**src/verilog/msled_regs.svh**
```systemverilog
// Timing constants for the module status LED encoder
`ifndef MSLED_REGS_SVH
`define MSLED_REGS_SVH
`define MSLED_CLK_HZ      125000000
`define MSLED_SLOW_HZ     1
`define MSLED_FAST_HZ     8
// Half period in cycles: clock / (2 * rate)
`define MSLED_SLOW_HALF   (`MSLED_CLK_HZ / (2 * `MSLED_SLOW_HZ))
`define MSLED_FAST_HALF   (`MSLED_CLK_HZ / (2 * `MSLED_FAST_HZ))
`define MSLED_ALT_HALF    (`MSLED_CLK_HZ / (2 * `MSLED_FAST_HZ))
`define MSLED_LED_OFF     2'h0
`endif

```
**src/verilog/msled_pkg.sv**
```systemverilog
// Types for the module status LED encoder
package msled_pkg;
  typedef enum logic [1:0] {
    MSLED_OFF    = 2'h0,
    MSLED_GREEN  = 2'h1,
    MSLED_YELLOW = 2'h2,
    MSLED_RED    = 2'h3
  } msled_colour_t;

  typedef enum logic [7:0] {
    MSLED_ST_ACTIVE   = 8'h01,
    MSLED_ST_APPNA    = 8'h02,
    MSLED_ST_READY    = 8'h04,
    MSLED_ST_CONN     = 8'h08,
    MSLED_ST_CFGDIFF  = 8'h10,
    MSLED_ST_PREVLOST = 8'h20,
    MSLED_ST_NOTCONN  = 8'h40,
    MSLED_ST_RESET    = 8'h80
  } msled_state_t;
endpackage

```
**src/verilog/msled_blinker.sv**
```systemverilog
// Square wave prescaler with 50 percent duty
`timescale 1ns/10ps
`include "msled_regs.svh"
module msled_blinker #(
  parameter int HALF_CYCLES = 8
) (
  input  wire logic sys_clk,
  input  wire logic reset_n,
  output logic      phase
);
  localparam int CW = $clog2(HALF_CYCLES + 1);
  logic [CW-1:0] count_r;
  wire           wrap = (count_r == CW'(HALF_CYCLES - 1));

  always_ff @(posedge sys_clk or negedge reset_n) begin
    if (!reset_n) begin
      count_r <= '0;
      phase   <= 1'b0;
    end else begin
      count_r <= wrap ? '0 : count_r + CW'(1);
      if (wrap) begin
        phase <= ~phase;
      end
    end
  end

  property p_half_period;
    @(posedge sys_clk) disable iff (!reset_n)
      wrap |=> (phase != $past(phase));
  endproperty
  a_half_period: assert property (p_half_period) else $error("blinker phase did not toggle at wrap");  // see RULE15
endmodule

```
**src/verilog/msled_encoder.sv**
```systemverilog
// Module status LED encoder: state detection and colour pattern
// How it works
// RULE1: Operational, comms good, process data invalid, no fault: flash green.
// RULE2: Slot configured for passive element also flashes green.
// RULE3: Comms good, data valid, I/O fault: alternate green and yellow.
// RULE4: In application-not-active, outputs not drivable and inputs not readable.
// RULE5: Operational with no local bus cycle since power-up: steady yellow.
// RULE6: Ready is left at the first local bus cycle.
// RULE7: Not in active configuration: flash yellow slowly (1 Hz).
// RULE8: Preceding slot element absent or passive during power-up: connected indication.
// RULE9: Configuration difference: flash yellow fast (8 Hz).
// RULE10: Unconfigured element inserted raises the fast yellow indication.
// RULE11: Preceding element lost backplane during operation: alternate yellow and red.
// RULE12: Operational with no link to preceding module: flash red.
// RULE13: Existing link to preceding module lost: steady red.
// RULE14: One indication at a time; red first, then configuration, then others.
// RULE15: Flashing uses 50 percent duty from prescaler; two-colour alternates per half.
`timescale 1ns/10ps
`include "msled_regs.svh"
module msled_encoder #(
  parameter int SLOW_HALF = `MSLED_SLOW_HALF,
  parameter int FAST_HALF = `MSLED_FAST_HALF
) (
  input  wire logic                    sys_clk,
  input  wire logic                    reset_n,
  input  wire logic                    operational,
  input  wire logic                    comm_ok,
  input  wire logic                    pd_valid,
  input  wire logic                    io_fault,
  input  wire logic                    slot_passive,
  input  wire logic                    bus_cycle,
  input  wire logic                    in_config,
  input  wire logic                    powering_up,
  input  wire logic                    prev_absent,
  input  wire logic                    cfg_diff,
  input  wire logic                    unconf_inserted,
  input  wire logic                    prev_lost,
  input  wire logic                    link_up,
  output msled_pkg::msled_colour_t     led_colour,
  output msled_pkg::msled_state_t      led_state,
  output logic                         out_enable,
  output logic                         in_enable
);
  import msled_pkg::*;

  logic         seen_cycle_r;
  logic         had_link_r;
  msled_state_t state_r;
  msled_state_t state_nxt;
  msled_colour_t colour_r;
  msled_colour_t colour_nxt;
  logic         slow_ph;
  logic         fast_ph;

  msled_blinker #(.HALF_CYCLES(SLOW_HALF)) u_slow (  // see RULE15
    .sys_clk (sys_clk),
    .reset_n (reset_n),
    .phase   (slow_ph)
  );
  msled_blinker #(.HALF_CYCLES(FAST_HALF)) u_fast (  // see RULE15
    .sys_clk (sys_clk),
    .reset_n (reset_n),
    .phase   (fast_ph)
  );

  // Condition decode
  wire no_link     = operational && !link_up && !had_link_r;             // see RULE12
  wire link_lost   = operational && !link_up && had_link_r;              // see RULE13
  wire prev_gone   = operational && prev_lost;                           // see RULE11
  wire diff_seen   = cfg_diff || unconf_inserted;                        // see RULE9 see RULE10
  wire not_member  = !in_config || (powering_up && prev_absent);         // see RULE7 see RULE8
  wire not_ready   = operational && !seen_cycle_r && !bus_cycle;         // see RULE5 see RULE6
  wire app_na      = comm_ok && pd_valid && io_fault;                    // see RULE3
  wire passive_slot = slot_passive;                                      // see RULE2

  // Priority: red link states, then configuration, then the rest
  always_comb begin  // see RULE14
    if (link_lost) begin
      state_nxt = MSLED_ST_RESET;
    end else if (no_link) begin
      state_nxt = MSLED_ST_NOTCONN;
    end else if (prev_gone) begin
      state_nxt = MSLED_ST_PREVLOST;
    end else if (diff_seen) begin
      state_nxt = MSLED_ST_CFGDIFF;
    end else if (not_member) begin
      state_nxt = MSLED_ST_CONN;
    end else if (passive_slot) begin
      // Passive slot has no process I/O, so it shows active ahead of ready
      state_nxt = MSLED_ST_ACTIVE;                                       // see RULE2
    end else if (not_ready) begin
      state_nxt = MSLED_ST_READY;
    end else if (app_na) begin
      state_nxt = MSLED_ST_APPNA;
    end else begin
      state_nxt = MSLED_ST_ACTIVE;                                       // see RULE1 see RULE2
    end
  end

  // Colour selection from the held state
  always_comb begin
    case (state_r)
      MSLED_ST_ACTIVE:   colour_nxt = fast_ph ? MSLED_GREEN : MSLED_OFF;      // see RULE1
      MSLED_ST_APPNA:    colour_nxt = fast_ph ? MSLED_GREEN : MSLED_YELLOW;   // see RULE3
      MSLED_ST_READY:    colour_nxt = MSLED_YELLOW;                           // see RULE5
      MSLED_ST_CONN:     colour_nxt = slow_ph ? MSLED_YELLOW : MSLED_OFF;     // see RULE7
      MSLED_ST_CFGDIFF:  colour_nxt = fast_ph ? MSLED_YELLOW : MSLED_OFF;     // see RULE9
      MSLED_ST_PREVLOST: colour_nxt = fast_ph ? MSLED_YELLOW : MSLED_RED;     // see RULE11
      MSLED_ST_NOTCONN:  colour_nxt = fast_ph ? MSLED_RED : MSLED_OFF;        // see RULE12
      MSLED_ST_RESET:    colour_nxt = MSLED_RED;                              // see RULE13
      default:           colour_nxt = MSLED_OFF;
    endcase
  end

  always_ff @(posedge sys_clk or negedge reset_n) begin
    if (!reset_n) begin
      seen_cycle_r <= 1'b0;
      had_link_r   <= 1'b0;
      state_r      <= MSLED_ST_READY;
      colour_r     <= MSLED_OFF;
    end else begin
      seen_cycle_r <= seen_cycle_r | bus_cycle;                          // see RULE6
      had_link_r   <= had_link_r | link_up;
      state_r      <= state_nxt;
      colour_r     <= colour_nxt;
    end
  end

  assign led_colour = colour_r;
  assign led_state  = state_r;
  assign out_enable = (state_r != MSLED_ST_APPNA);                       // see RULE4
  assign in_enable  = (state_r != MSLED_ST_APPNA);                       // see RULE4

  property p_reset_red;
    @(posedge sys_clk) disable iff (!reset_n)
      link_lost |=> ##1 (led_colour == MSLED_RED);
  endproperty
  a_reset_red: assert property (p_reset_red) else $error("link loss not steady red");  // see RULE13

  property p_ready_yellow;
    @(posedge sys_clk) disable iff (!reset_n)
      (state_r == MSLED_ST_READY) |=> (led_colour == MSLED_YELLOW);
  endproperty
  a_ready_yellow: assert property (p_ready_yellow) else $error("ready not steady yellow");  // see RULE5

  property p_leave_ready;
    @(posedge sys_clk) disable iff (!reset_n)
      bus_cycle |=> ##1 (state_r != MSLED_ST_READY);
  endproperty
  a_leave_ready: assert property (p_leave_ready) else $error("ready held after bus cycle");  // see RULE6

  property p_priority;
    @(posedge sys_clk) disable iff (!reset_n)
      (no_link && diff_seen) |=> (state_r == MSLED_ST_NOTCONN);
  endproperty
  a_priority: assert property (p_priority) else $error("red link state not given priority");  // see RULE14

  property p_cfgdiff;
    @(posedge sys_clk) disable iff (!reset_n)
      (diff_seen && !link_lost && !no_link && !prev_gone) |=> (state_r == MSLED_ST_CFGDIFF);
  endproperty
  a_cfgdiff: assert property (p_cfgdiff) else $error("configuration difference not shown");  // see RULE9

  property p_appna_gate;
    @(posedge sys_clk) disable iff (!reset_n)
      (app_na && !link_lost && !no_link && !prev_gone && !diff_seen && !not_member && !passive_slot && !not_ready)
        |=> (!out_enable && !in_enable);
  endproperty
  a_appna_gate: assert property (p_appna_gate) else $error("process I/O enabled in app not active");  // see RULE4

  property p_appna_colour;
    @(posedge sys_clk) disable iff (!reset_n)
      (state_r == MSLED_ST_APPNA) |=> (led_colour inside {MSLED_GREEN, MSLED_YELLOW});
  endproperty
  a_appna_colour: assert property (p_appna_colour) else $error("app not active colour wrong");  // see RULE3

  property p_prevlost;
    @(posedge sys_clk) disable iff (!reset_n)
      (state_r == MSLED_ST_PREVLOST) |=> (led_colour inside {MSLED_YELLOW, MSLED_RED});
  endproperty
  a_prevlost: assert property (p_prevlost) else $error("preceding loss colour wrong");  // see RULE11

  property p_active_green;
    @(posedge sys_clk) disable iff (!reset_n)
      (state_r == MSLED_ST_ACTIVE) |=> (led_colour inside {MSLED_GREEN, MSLED_OFF});
  endproperty
  a_active_green: assert property (p_active_green) else $error("active colour wrong");  // see RULE1

  c_active:  cover property (@(posedge sys_clk) state_r == MSLED_ST_ACTIVE);
  c_reset:   cover property (@(posedge sys_clk) state_r == MSLED_ST_RESET);
  c_cfgdiff: cover property (@(posedge sys_clk) state_r == MSLED_ST_CFGDIFF);
  c_appna:   cover property (@(posedge sys_clk) state_r == MSLED_ST_APPNA);
endmodule

```
**config.mk**
```make
export PLATFORM = sky130hd
export DESIGN_NAME = msled_encoder
export DESIGN_NICKNAME = d
export VERILOG_FILES = /design/src/verilog/msled_pkg.sv /design/src/verilog/msled_blinker.sv /design/src/verilog/msled_encoder.sv
export VERILOG_INCLUDE_DIRS = /design/src /design/src/verilog
export SDC_FILE = /design/constraint.sdc
export NUM_CORES = 1
export LEC_CHECK = 0
export ABC_CLOCK_PERIOD_IN_PS = 1850
export BUFFER_PORTS_ARGS = -buffer_cell sky130_fd_sc_hd__buf_2
export CORE_UTILIZATION = 59
export DETAILED_ROUTE_END_ITERATION = 12
export PLACE_DENSITY = 0.79
export SYNTH_ARGS = -nofsm -noshare
export SYNTH_HDL_FRONTEND = slang
export SYNTH_SLANG_ARGS = --single-unit
```
**constraint.sdc**
```tcl
create_clock -name sys_clk -period 1.85 [get_ports sys_clk]
set_input_delay 0.185 -clock sys_clk [delete_from_list [all_inputs] [get_ports sys_clk]]
set_output_delay 0.185 -clock sys_clk [all_outputs]
set_load 0.005 [all_outputs]
```
==> results summary <==
The run finished with clean final reports. The most common flop cell mapped by yosys is sky130_fd_sc_hd__dfrtp_1. The cell area after synthesis is 3060 µm².

The iteration-0 DRC count of the detailed router came out at 126. In this run the worst hold path is classified as in -> reg. The static leakage power came out at 1.64 nW. The count of TritonRoute iterations in the first routing pass came out at 7. The start-to-end type of the worst setup path is reg -> out. The TritonCTS sink count came out at 63.

By area the synthesized netlist is led by sky130_fd_sc_hd__dfrtp_1, sky130_fd_sc_hd__xnor2_1, sky130_fd_sc_hd__xor2_1. The initial cell density of the core came out at 0.631. Setup repair after global routing could not meet its margin everywhere. The aggregate negative setup slack is 0 ns. The final layout contains routed wiring with a total length of 5750 µm.

The final hold violation count came to 0. The power per cell area came out at 730 nW/µm². The detailed-route DRC error count came out at 0. The number of synthesized flops with an enable pin came out at 0.

The number of unique standard cell types used by synthesis came out at 43. Once detailed placement completed, the half-perimeter wirelength came to 4180 µm. The placer congestion estimate came out at 0.918. The die extent in x came out at 74.0 µm. The library cells used most frequently in the layout, excluding fill and tap cells, are sky130_fd_sc_hd__dfrtp_1, sky130_fd_sc_hd__nor2_1, sky130_fd_sc_hd__nand2_1, sky130_fd_sc_hd__buf_2, sky130_fd_sc_hd__nand3_1. The aggregate global-route resource usage came out at 0.246. Entering global routing, the biggest net connects 26 pins. The count of final setup violators came out at 0.

From synthesis to final layout, the design area changed by 16.3%. The deepest level of the CTS H-tree came out at 3. The clock transition time at the flip-flop clock pins of the worst setup and hold paths came out at 0.06 ns. The total vias in the final route came out at 2242. The via count of the first global-routing pass is 2237. Max-cap violations in this run came to 0. Synthesis inferred 63 register bits. Static timing analysis puts the maximum clock frequency at 561 MHz. The deepest clock path buffer count is 2.

TritonCTS built the clock tree. The worst setup path is captured at a primary output. After detailed routing, the number of vias per cell comes to 5.55. The number of I/O pins is 27. The first global-routing pass estimated 9900 µm of wire. The synthesized area per cell is 10.6 µm².

The share of layout cells above drive strength 1 is 0.217. The sequential share of the synthesized area came out at 0.516. The worst ir drop on vdd came out at 0.577 mV. The most common cell after layout, fill and taps aside is sky130_fd_sc_hd__dfrtp_1.

The data arrival time of the worst path is 1.60 ns. Subtracting the final worst setup slack from the clock period gives 1.78 ns. The async set-reset flop share out of synthesis came out at 1.00. The average routed wire per standard cell is 14.2 µm. The number of rows created at floorplan is 25. For the pin with the worst max-slew slack, the measured transition is 0.515 ns. The worst setup path is launched from a register.

The post-route antenna net violation count is 0. The critical path required time came out at 1.66 ns. The number of instances in the synthesized netlist came out at 288. The number of antenna violations at the first check in global routing is 0.

The total core area is 4850 µm². The total overflow reported by the global router came out at 0. The area of the die is 5480 µm².

Of all nets on the critical path, the largest fanout is 2. The number of nets in the finished design came out at 351. The count of input and output buffers is 26. The clock latency at the later pin of the worst-skew pair came out at 0.33 ns.

The normalized max-slew margin is 0.657. Of all cell types, the one taking the most synthesized area is sky130_fd_sc_hd__dfrtp_1. The Yosys step of the flow raised 0 warnings.

The overall die height came out at 74.0 µm. The final core utilization is 0.734. The net count after synthesis is 305. The minimum setup slack in the final design is 0.0662 ns. Across the routed clock network, the largest skew measured is 0.00686 ns. Clock tree synthesis inserted a total of 9 buffers. The max-slew violation total from the final report is 0. The final worst-path cycle share is 0.964. The number of diodes is 0.

The share of the synthesized area in the top cell type is 0.507. The placement-stage worst setup slack is 0.0900 ns. The root buffer cell chosen for the clock tree is sky130_fd_sc_hd__clkbuf_8.
where the power goes:
| part | switching (mW) | internal [mW] | total [mW] |
|---|---|---|---|
| combinational | 0.0531 | 0.0390 | 0.0922 |
| clock | 0.466 | 0.646 | 1.11 |
| sequential | 0.00679 | 1.39 | 1.39 |
cell usage after synthesis (4+ instances only):
library cell	number
sky130_fd_sc_hd__nor4_4	4
sky130_fd_sc_hd__nand4_1	12
sky130_fd_sc_hd__nor2_2	10
sky130_fd_sc_hd__nand3b_1	4
sky130_fd_sc_hd__and4_1	4
sky130_fd_sc_hd__dfrtp_1	62
sky130_fd_sc_hd__xor2_1	20
sky130_fd_sc_hd__and3_1	7
sky130_fd_sc_hd__xnor2_1	21
sky130_fd_sc_hd__nand2_1	26
sky130_fd_sc_hd__nor3_1	6
sky130_fd_sc_hd__nor2b_1	5
sky130_fd_sc_hd__nand3_1	24
sky130_fd_sc_hd__mux2i_1	5
sky130_fd_sc_hd__nor2_1	32
sky130_fd_sc_hd__nor4_1	4
repair_timing:
item | 4_1_cts | 5_1_grt
setup buffers | 1 | 1
endpoints found under the hold margin | 19 | 0
gates resized for setup | 2 | 4
setup endpoints to repair | 2 | 8
hold buffers | 1 | 0
pin swaps | 1 | 3
layout make-up:
cell class                 count  area [µm²]
inverter                       3        11.3
clock buffer                  13         149
sequential                    63        1580
tap                           67        83.8
fill                         334        1290
timing repair buffer          38         239
multi-input combinational    219        1470
clock inverter                 1        30.0
routing by layer:
metal	routed length, µm	vias up	global-route usage
met5	0	-	0
met4	165	0	0.126
met3	223	17	0.0678
met2	2750	61	0.379
met1	2610	1068	0.320
li1	-	1096	-
logic make-up after synthesis:
family,synth area share
AND/OR/NAND/NOR,0.307
flip-flops,0.516
multiplexers,0.0164
adder cells (fa/ha/maj),0.00818
AO/OA/AOI/OAI,0.0229
buffers and inverters,0.0123
XOR/XNOR,0.117
sequential cells by signal (all words and copies together) (netlist names):
register        flops
u_slow.phase        1
u_fast.count_r     23
led_colour          2
u_fast.phase        1
u_slow.count_r     26
seen_cycle_r        1
had_link_r          1
led_state           8
per-stage QoR:
| step | power [mW] | instances | cell area, µm² | hold WS, ns |
|---|---|---|---|---|
| detailed placement | 1.50 | 387 | 3330 | 0.184 |
| CTS | 2.62 | 403 | 3530 | 0.00948 |
| global route | 2.69 | 404 | 3560 | 0.0134 |
| finish | 2.60 | 404 | 3560 | 0.0288 |
| global placement | 1.50 | 387 | 3330 | 0.180 |
| floorplan | 1.44 | 288 | 3060 | -0.111 |
worst max-delay path, cell delays in order (launching register included):
cell,delay (ns)
sky130_fd_sc_hd__dfrtp_1,0.38
sky130_fd_sc_hd__or4_4,0.56
sky130_fd_sc_hd__nor2_4,0.11
sky130_fd_sc_hd__nand3_2,0.08
sky130_fd_sc_hd__buf_2,0.14
worst paths after layout:
path | from | end | slack (ns) | depth (start not counted)
worst min-delay path | slot_passive | led_state[2] | 0.03 | 2
worst max register to register | u_fast.count_r[0] | u_fast.count_r[20] | 0.12 | 6
worst min register to register | seen_cycle_r | seen_cycle_r | 0.45 | 2
worst max-delay path | led_state[3] | out_enable | 0.07 | 4
min in group asynchronous | reset_n | led_colour[1] | 0.36 | 2
max in group asynchronous | reset_n | u_slow.count_r[15] | 0.87 | 3
No activity file was read; power rests on OpenSTA's default activity.
